--- src/rtl/dfcs_pkg.sv ---
// shared constants and types of the data-flash command sequencer
package dfcs_pkg;
    localparam int WORD_W = 16;
    localparam int IDX_W = 3;
    localparam int NPARAM = 6;
    localparam int BLK_W = 2;
    localparam int CNT_W = 17;
    // command code sits in the high byte of slot 0
    localparam int CMD_POS = 8;
    localparam logic [7:0] CMD_ERASE_VERIFY = 8'h10;
    localparam logic [7:0] CMD_PROGRAM = 8'h11;
    localparam logic [7:0] CMD_ERASE_SECTOR = 8'h12;
    localparam logic [IDX_W-1:0] IDX_CMD = 3'h0;
    localparam logic [IDX_W-1:0] IDX_ADDR = 3'h1;
    localparam logic [IDX_W-1:0] IDX_COUNT = 3'h2;
    localparam logic [IDX_W-1:0] IDX_WORD0 = 3'h2;
    localparam logic [IDX_W-1:0] IDX_WORD3 = 3'h5;
    // bit positions in cmd_allowed_in
    localparam int ALLOW_EV = 0;
    localparam int ALLOW_PG = 1;
    localparam int ALLOW_SE = 2;
    localparam logic [WORD_W-1:0] ERASED_WORD = 16'hFFFF;
    localparam logic [WORD_W-1:0] WORD_STEP = 16'h0002;
    localparam logic [CNT_W-1:0] ONE_WORD = 17'h0_0001;
    localparam logic [WORD_W-1:0] RST_PARAM = 16'h0000;
    localparam logic [IDX_W-1:0] RST_INDEX = 3'h0;
    localparam logic RST_CMD_COMPLETE_FLAG = 1'b1;
    localparam logic RST_FLAG = 1'b0;

    typedef enum logic [1:0] {
        OP_READ = 2'h0,
        OP_PROG = 2'h1,
        OP_ERASE = 2'h2
    } dfcs_op_t;

    typedef enum logic [4:0] {
        ST_IDLE = 5'b00001,
        ST_PROG = 5'b00010,
        ST_ERASE = 5'b00100,
        ST_READ = 5'b01000,
        ST_DONE = 5'b10000
    } dfcs_state_t;
endpackage

--- src/rtl/dfcs_sequencer.sv ---
// data-flash command sequencer: verify, program and sector erase
`timescale 1ns/1ps
module dfcs_sequencer #(
    parameter logic [1:0] DF_BLOCK = 2'h1,
    parameter logic [15:0] DF_FIRST = 16'h0000,
    parameter logic [15:0] DF_LAST = 16'h0FFF,
    parameter int SECTOR_BYTES = 256
) (
    input wire logic sys_clk_in,
    input wire logic rst_in,
    input wire logic param_index_wr_in,
    input wire logic [dfcs_pkg::IDX_W-1:0] param_index_val_in,
    input wire logic param_data_wr_in,
    input wire logic [dfcs_pkg::WORD_W-1:0] param_data_in,
    input wire logic cmd_complete_clear_in,
    input wire logic access_error_clear_in,
    input wire logic protect_violation_clear_in,
    input wire logic [2:0] cmd_allowed_in,
    input wire logic prot_en_in,
    input wire logic [dfcs_pkg::WORD_W-1:0] prot_lo_in,
    input wire logic [dfcs_pkg::WORD_W-1:0] prot_hi_in,
    input wire logic arr_ack_in,
    input wire logic [dfcs_pkg::WORD_W-1:0] arr_rdata_in,
    input wire logic arr_err_in,
    input wire logic arr_uncorr_err_in,
    output logic arr_req_out,
    output dfcs_pkg::dfcs_op_t arr_op_out,
    output logic [dfcs_pkg::WORD_W-1:0] arr_addr_out,
    output logic [dfcs_pkg::WORD_W-1:0] arr_wdata_out,
    output logic cmd_complete_flag_out,
    output logic access_error_flag_out,
    output logic protect_violation_flag_out,
    output logic any_error_status_out,
    output logic uncorrectable_error_status_out,
    output logic [dfcs_pkg::IDX_W-1:0] param_index_out
);
    import dfcs_pkg::*;

    localparam logic [WORD_W-1:0] SECTOR_MASK = 16'(SECTOR_BYTES - 1);
    localparam logic [CNT_W-1:0] SECTOR_WORDS = 17'(SECTOR_BYTES / 2);

    logic [WORD_W-1:0] cmd_param_array [NPARAM];
    logic [IDX_W-1:0] param_index_reg;
    dfcs_state_t state_reg, state_next;
    dfcs_op_t op_reg, op_next;
    logic cmd_complete_flag_reg, cmd_complete_flag_next;
    logic acc_reg, acc_next;
    logic pviol_reg, pviol_next;
    logic mg1_reg, mg1_next;
    logic mg0_reg, mg0_next;
    logic prog_reg, prog_next;
    logic [WORD_W-1:0] addr_reg, addr_next;
    logic [WORD_W-1:0] start_reg, start_next;
    logic [CNT_W-1:0] remain_reg, remain_next;
    logic [CNT_W-1:0] count_reg, count_next;
    logic [1:0] word_sel_reg, word_sel_next;

    logic [7:0] cmd_code;
    logic [BLK_W-1:0] blk_sel;
    logic [WORD_W-1:0] start_addr;
    logic [WORD_W-1:0] ev_count;
    logic is_ev, is_pg, is_se, cmd_known, cmd_permit, idx_bad;
    logic [IDX_W-1:0] prog_words;
    logic [WORD_W-1:0] sector_base, chk_addr;
    logic [CNT_W-1:0] chk_words;
    logic addr_ok, fits, prot_hit;
    logic acc_err, prot_block, launch, accept;
    logic [IDX_W-1:0] word_idx;
    logic [WORD_W-1:0] expect_word;
    logic step, last_word, rd_bad;
    logic [WORD_W-1:0] addr_inc;
    logic idx_wr_ok;

    // command slots are writable only while no command runs
    assign idx_wr_ok = param_index_reg < IDX_W'(NPARAM);

    always_ff @(posedge sys_clk_in or posedge rst_in) begin
        if (rst_in) begin
            for (int i = 0; i < NPARAM; i++) begin
                cmd_param_array[i] <= RST_PARAM;
            end
            param_index_reg <= RST_INDEX;
        end else if (cmd_complete_flag_reg) begin
            if (param_index_wr_in) begin
                param_index_reg <= param_index_val_in;
            end
            if (param_data_wr_in && idx_wr_ok) begin
                cmd_param_array[param_index_reg] <= param_data_in;
            end
        end
    end

    // slot layout of the three commands
    assign cmd_code = cmd_param_array[IDX_CMD][WORD_W-1:CMD_POS];
    assign blk_sel = cmd_param_array[IDX_CMD][BLK_W-1:0];
    assign start_addr = cmd_param_array[IDX_ADDR];
    assign ev_count = cmd_param_array[IDX_COUNT];
    assign is_ev = cmd_code == CMD_ERASE_VERIFY;
    assign is_pg = cmd_code == CMD_PROGRAM;
    assign is_se = cmd_code == CMD_ERASE_SECTOR;
    assign cmd_known = is_ev || is_pg || is_se;
    assign cmd_permit = (is_ev && cmd_allowed_in[ALLOW_EV])
        || (is_pg && cmd_allowed_in[ALLOW_PG])
        || (is_se && cmd_allowed_in[ALLOW_SE]);
    assign idx_bad = is_ev ? (param_index_reg != IDX_COUNT)
        : is_pg ? ((param_index_reg < IDX_WORD0) || (param_index_reg > IDX_WORD3))
        : (param_index_reg != IDX_ADDR);
    assign prog_words = param_index_reg - 3'h1;
    assign sector_base = start_addr & ~SECTOR_MASK;
    assign chk_addr = is_se ? sector_base : start_addr;
    assign chk_words = is_ev ? {1'b0, ev_count}
        : is_pg ? {14'h0000, prog_words} : SECTOR_WORDS;

    dfcs_range_chk #(
        .BLOCK_ID(DF_BLOCK),
        .FIRST_ADDR(DF_FIRST),
        .LAST_ADDR(DF_LAST)
    ) u_range (
        .blk_in(blk_sel),
        .addr_in(chk_addr),
        .nwords_in(chk_words),
        .prot_en_in(prot_en_in),
        .prot_lo_in(prot_lo_in),
        .prot_hi_in(prot_hi_in),
        .addr_ok_out(addr_ok),
        .fits_out(fits),
        .prot_hit_out(prot_hit)
    );

    assign acc_err = !cmd_known || !cmd_permit || idx_bad || !addr_ok
        || start_addr[0] || !fits;
    assign prot_block = (is_pg || is_se) && prot_hit;
    assign launch = cmd_complete_clear_in && cmd_complete_flag_reg && !acc_reg && !pviol_reg;
    assign accept = launch && !acc_err && !prot_block;

    assign word_idx = IDX_WORD0 + {1'b0, word_sel_reg};
    assign expect_word = prog_reg ? cmd_param_array[word_idx] : ERASED_WORD;
    assign step = arr_req_out && arr_ack_in;
    assign last_word = remain_reg == ONE_WORD;
    assign addr_inc = addr_reg + WORD_STEP;
    assign rd_bad = arr_err_in || arr_uncorr_err_in || (arr_rdata_in != expect_word);

    always_comb begin
        state_next = state_reg;
        op_next = op_reg;
        cmd_complete_flag_next = cmd_complete_flag_reg;
        acc_next = acc_reg && !access_error_clear_in;
        pviol_next = pviol_reg && !protect_violation_clear_in;
        mg1_next = mg1_reg;
        mg0_next = mg0_reg;
        prog_next = prog_reg;
        addr_next = addr_reg;
        start_next = start_reg;
        remain_next = remain_reg;
        count_next = count_reg;
        word_sel_next = word_sel_reg;
        case (state_reg)
            ST_IDLE: begin
                if (launch && acc_err) begin
                    acc_next = 1'b1;
                end else if (launch && prot_block) begin
                    pviol_next = 1'b1;
                end else if (launch) begin
                    cmd_complete_flag_next = 1'b0;
                    mg1_next = 1'b0;
                    mg0_next = 1'b0;
                    prog_next = is_pg;
                    addr_next = chk_addr;
                    start_next = chk_addr;
                    remain_next = chk_words;
                    count_next = chk_words;
                    word_sel_next = 2'h0;
                    if (is_pg) begin
                        state_next = ST_PROG;
                        op_next = OP_PROG;
                    end else if (is_se) begin
                        state_next = ST_ERASE;
                        op_next = OP_ERASE;
                    end else if (ev_count == '0) begin
                        state_next = ST_DONE;
                    end else begin
                        state_next = ST_READ;
                        op_next = OP_READ;
                    end
                end
            end
            ST_PROG: begin
                if (step && last_word) begin
                    state_next = ST_READ;
                    op_next = OP_READ;
                    addr_next = start_reg;
                    remain_next = count_reg;
                    word_sel_next = 2'h0;
                end else if (step) begin
                    addr_next = addr_inc;
                    remain_next = remain_reg - ONE_WORD;
                    word_sel_next = word_sel_reg + 2'h1;
                end
            end
            ST_ERASE: begin
                if (step) begin
                    state_next = ST_READ;
                    op_next = OP_READ;
                    addr_next = start_reg;
                    remain_next = count_reg;
                end
            end
            ST_READ: begin
                if (step) begin
                    mg1_next = mg1_reg || rd_bad;
                    mg0_next = mg0_reg || arr_uncorr_err_in;
                    addr_next = addr_inc;
                    remain_next = remain_reg - ONE_WORD;
                    word_sel_next = word_sel_reg + 2'h1;
                    if (last_word) begin
                        state_next = ST_DONE;
                    end
                end
            end
            ST_DONE: begin
                cmd_complete_flag_next = 1'b1;
                state_next = ST_IDLE;
            end
            default: begin
                cmd_complete_flag_next = 1'b1;
                state_next = ST_IDLE;
            end
        endcase
    end

    always_ff @(posedge sys_clk_in or posedge rst_in) begin
        if (rst_in) begin
            state_reg <= ST_IDLE;
            op_reg <= OP_READ;
            cmd_complete_flag_reg <= RST_CMD_COMPLETE_FLAG;
            acc_reg <= RST_FLAG;
            pviol_reg <= RST_FLAG;
            mg1_reg <= RST_FLAG;
            mg0_reg <= RST_FLAG;
            prog_reg <= RST_FLAG;
            addr_reg <= RST_PARAM;
            start_reg <= RST_PARAM;
            remain_reg <= '0;
            count_reg <= '0;
            word_sel_reg <= 2'h0;
        end else begin
            state_reg <= state_next;
            op_reg <= op_next;
            cmd_complete_flag_reg <= cmd_complete_flag_next;
            acc_reg <= acc_next;
            pviol_reg <= pviol_next;
            mg1_reg <= mg1_next;
            mg0_reg <= mg0_next;
            prog_reg <= prog_next;
            addr_reg <= addr_next;
            start_reg <= start_next;
            remain_reg <= remain_next;
            count_reg <= count_next;
            word_sel_reg <= word_sel_next;
        end
    end

    assign arr_req_out = (state_reg == ST_PROG) || (state_reg == ST_ERASE)
        || (state_reg == ST_READ);
    assign arr_op_out = op_reg;
    assign arr_addr_out = addr_reg;
    assign arr_wdata_out = cmd_param_array[word_idx];
    assign cmd_complete_flag_out = cmd_complete_flag_reg;
    assign access_error_flag_out = acc_reg;
    assign protect_violation_flag_out = pviol_reg;
    assign any_error_status_out = mg1_reg;
    assign uncorrectable_error_status_out = mg0_reg;
    assign param_index_out = param_index_reg;
endmodule

--- src/rtl/dfcs_range_chk.sv ---
// address range, span and protection check for a span of nwords_in words
`timescale 1ns/1ps
module dfcs_range_chk #(
    parameter logic [1:0] BLOCK_ID = 2'h1,
    parameter logic [15:0] FIRST_ADDR = 16'h0000,
    parameter logic [15:0] LAST_ADDR = 16'hFFFF
) (
    input wire logic [dfcs_pkg::BLK_W-1:0] blk_in,
    input wire logic [dfcs_pkg::WORD_W-1:0] addr_in,
    input wire logic [dfcs_pkg::CNT_W-1:0] nwords_in,
    input wire logic prot_en_in,
    input wire logic [dfcs_pkg::WORD_W-1:0] prot_lo_in,
    input wire logic [dfcs_pkg::WORD_W-1:0] prot_hi_in,
    output logic addr_ok_out,
    output logic fits_out,
    output logic prot_hit_out
);
    import dfcs_pkg::*;

    logic [17:0] span_end;
    logic empty_span;

    // last byte touched by the span
    assign span_end = {2'b00, addr_in} + {nwords_in, 1'b0} - 18'h0_0001;
    assign empty_span = nwords_in == '0;
    assign addr_ok_out = (blk_in == BLOCK_ID) && (addr_in >= FIRST_ADDR)
        && (addr_in <= LAST_ADDR);
    assign fits_out = empty_span || (span_end <= {2'b00, LAST_ADDR});
    assign prot_hit_out = prot_en_in && !empty_span
        && !((span_end < {2'b00, prot_lo_in}) || (addr_in > prot_hi_in));
endmodule

--- config.mk ---
export PLATFORM = sky130hd
export DESIGN_NAME = dfcs_sequencer
export DESIGN_NICKNAME = d
export VERILOG_FILES = /design/src/rtl/dfcs_pkg.sv /design/src/rtl/dfcs_sequencer.sv /design/src/rtl/dfcs_range_chk.sv
export SDC_FILE = /design/constraint.sdc
export NUM_CORES = 1
export LEC_CHECK = 0
export ABC_CLOCK_PERIOD_IN_PS = 6400
export BUFFER_PORTS_ARGS = -buffer_cell sky130_fd_sc_hd__buf_2
export CAP_MARGIN = 10
export CORE_MARGIN = 4
export CORE_UTILIZATION = 56
export DETAILED_ROUTE_END_ITERATION = 12
export PLACE_DENSITY_LB_ADDON = 0.15
export SETUP_SLACK_MARGIN = 0.4
export SLEW_MARGIN = 20
export SYNTH_ARGS = -nofsm -noshare
export SYNTH_HDL_FRONTEND = slang
export SYNTH_SLANG_ARGS = --single-unit
--- constraint.sdc ---
create_clock -name sys_clk_in -period 6.4 [get_ports sys_clk_in]
set_clock_uncertainty 0.1 [all_clocks]
set_input_delay 0.32 -clock sys_clk_in [delete_from_list [all_inputs] [get_ports sys_clk_in]]
set_output_delay 0.32 -clock sys_clk_in [all_outputs]
set_load 0.02 [all_outputs]
==> impl_results.md <==
- Inserted Diodes: 0
- Number of global-route vias before repair: approximately 9000
- Clock latency on the worst-skew pair: ~0.44 ns
- Synth area leaders: dfrtp_1 (39%), mux2_2 (10%), ha_1 (7.5%)
- Die height: 148 um
- DRC Markers: 0
- Critical path type: reg2reg
- Full die area: 22000 sq um
- Syn_nets: 1270
- Area leader, netlist: dfrtp_1
- CP max-delay cell: or3b_4
- Ys Warns: 0
- Clk buf depth: 2
- # clock sinks: between 150 and 200
- Total power: approximately 0.0066 W
- Maxcap violations: 0
- Power density over the cells: 512 nW/um^2
- Nets: 1389
- CTS tree: yes
- Fin worst setup slack: between 0.6 and 0.7 ns
- Yosys top cell area share: 38.8%
- Initial core utilization: 56.8%
- Netlist Area Pre-Place: around 11000 sq um
- Clock root cell: clkbuf_16
- Pre-Repair DR Iteration Count: 5
- Commonest non-fill, non-tap cell in the layout: dfrtp_1
- Final hold vios: 14
- Top Family by Delay on Critical Path: simple AND/OR/NAND/NOR gates
- Initial antenna violation count: 1
- Endpoint class of the critical path: register
- Crit-path max FO: 19
- Fraction of layout cells with a size suffix above 1: between 20% and 30%
- CP bufs+invs: 5
- Pin count of the biggest net entering global routing: 100
- Fmax: 173 MHz
- Final hold slack: -0.0436 ns
- Critical Path RT: 6.62 ns
- Yosys reg bits: 173
- Filler Cell Count: roughly 1600
- Crit path DAT: 5.99 ns
- Final setup vio count: 0
- I/O pin total: 124
- PortBufs: between 100 and 150
- Tot GR Track Use: 28.4%
- Static Leak: 6.22 nW
- Final Slew Violations: 0
- TritonCTS buffer count: 17
- Failing checks: negative hold slack
- Crit path time final: 5.77 ns
- Final Util: ~66%
- Setup TNS: 0 ns
- Synth async-reset ratio: 100%
- Worst hold-check path type: in2async
- Post-synthesis sequential area ratio: 39.3%
- First-pass GRT wire length: roughly 49 mm
- Core Region: between 15000 and 20000 sq um
- Slew @ Worst Pin: 1.02 ns
- Commonest cells after routing, fill and taps aside: dfrtp_1 (171), buf_2 (123), inv_1 (112), mux2_2 (102), nand2_1 (93)
- Crit share post-route: 90.2%
- Post-synthesis cell count: 1122
- Place WS: approximately 0.33 ns
- Synth-to-layout area growth: 16.1%
- Worst setup SP type: register
- Vias per inst: 6.19
- RSZ-0062 raised after global routing: no
- Run status: finished, violations left
- Global route overflow: 0
- VDD IR max: 0.268 mV
- Final HPWL DP: 23.2 mm
- H-Tree Level Count: 4
- Avg Cell Area, Syn: 9.82 sq um
- Largest register FFs: 48
- Ys flop type: dfrtp_1
- Crit path largest cell delay: between 0.4 and 0.5 ns
- Vias: 9409
- DRT Wirelength: 31.8 mm
- Final ANT Viol Nets: 0
- Cell variety after synth: 75
- Max transition margin: 31.9%
- RePlAce Congestion: 0.910
- Clk pin slew, worst setup/hold paths: 0.07 ns
- EDFF count, synth: 0
- Die Wd: 148 um
- Std cell rows: 51
- DRT iter0 DRCs: 901
- Drt wl/cell: 21.0 um
[worst reg2reg max path, delay by kind of cell (launching register included)]
family,cells,cell delay (ns)
flip-flops,1,0.40
multiplexers,1,0.29
buffers and inverters,5,0.68
AO/OA/AOI/OAI,7,1.29
XOR/XNOR,1,0.18
adder cells (fa/ha/maj),4,1.18
AND/OR/NAND/NOR,7,1.50
[per-layer routing]
metal / GRT usage (%) / vias to the layer above / share of wire [%]
met5: 0 / - / 0.041
met2: 44.1 / 401 / 47
met4: 8.04 / 2 / 2.4
met1: 40.9 / 4652 / 43
met3: 5.79 / 64 / 7.9
li1: - / 4290 / -
[kinds of logic (layout without fill, tap and decap cells)]
logic type | Yosys count | in the layout | synth area share [%]
flip-flops | 173 | 173 | 39.3
AND/OR/NAND/NOR | 289 | 289 | 13.0
AO/OA/AOI/OAI | 259 | 259 | 15.8
multiplexers | 137 | 137 | 15.6
adder cells (fa/ha/maj) | 67 | 67 | 7.68
XOR/XNOR | 36 | 36 | 2.86
buffers and inverters | 161 | 293 | 5.74
[worst paths after layout]
path / from / to / slack, ns / cells after the start
max: cmd_code[3] / count_reg[1] / 0.63 / 25
min: rst_in / start_addr[15] / -0.04 / 2
max reg2reg: cmd_code[3] / count_reg[1] / 0.63 / 25
min reg2reg: start_reg[12] / start_reg[12] / 0.39 / 1
max in group asynchronous: rst_in / arr_addr_out[4] / 4.71 / 3
min in group sys_clk_in: param_index_val_in[2] / param_index_out[2] / 0.01 / 2
[repair_timing]
action | 4_1_cts | 5_1_grt
pin swaps | 0 | 12
resized for setup | 4 | 31
setup endpoints to repair | 19 | 78
gates cloned | 0 | 2
setup buffers | 0 | 6
hold endpoints to repair | 1 | 0
hold buffers | 1 | 0
[power breakdown]
group	total [W]	switching [W]	internal [W]	leakage, nW
logic	0.00352	0.00201	0.00151	3.76
registers	0.00186	0.000386	0.00148	2.13
clock network	0.00117	0.000470	0.000702	0.326
total	0.00655	0.00286	0.00369	6.22
[per-stage QoR]
stage	instance area (sq um)	std cells
after floorplan	11000	1122
after global placement	11900	1478
after detailed placement	11900	1478
after CTS	12600	1511
after global routing	12800	1519
final	12800	1519
[Yosys cell counts, drive strengths merged (5+ instances only)]
cell	instances
dfrtp	171
ha	66
inv	113
nand4	12
nand2	97
a221oi	13
nor2	66
mux4	16
nand2b	10
o22ai	8
a32oi	8
a22o	8
xor2	18
or2	7
clkbuf	34
buf	14
mux2i	15
a21oi	49
nor3	14
and3	13
a222oi	5
and2	8
o21ai	80
nor4	14
nor2b	6
a31oi	10
o31ai	18
nor3b	11
a21o	14
a211oi	8
o32ai	5
nand3	13
o21a	5
mux2	106
xnor2	18
[final cells by class]
class	count	area (sq um)	area share, %
Clock inverter	15	231	1.81
Timing Repair Buffer	148	873	6.83
Tap cell	265	332	2.59
Multi-Input combinational cell	788	6160	48.2
Inverter	113	429	3.36
Sequential cell	173	4330	33.9
Clock buffer	17	425	3.33
(Power assumes the default switching activity.)
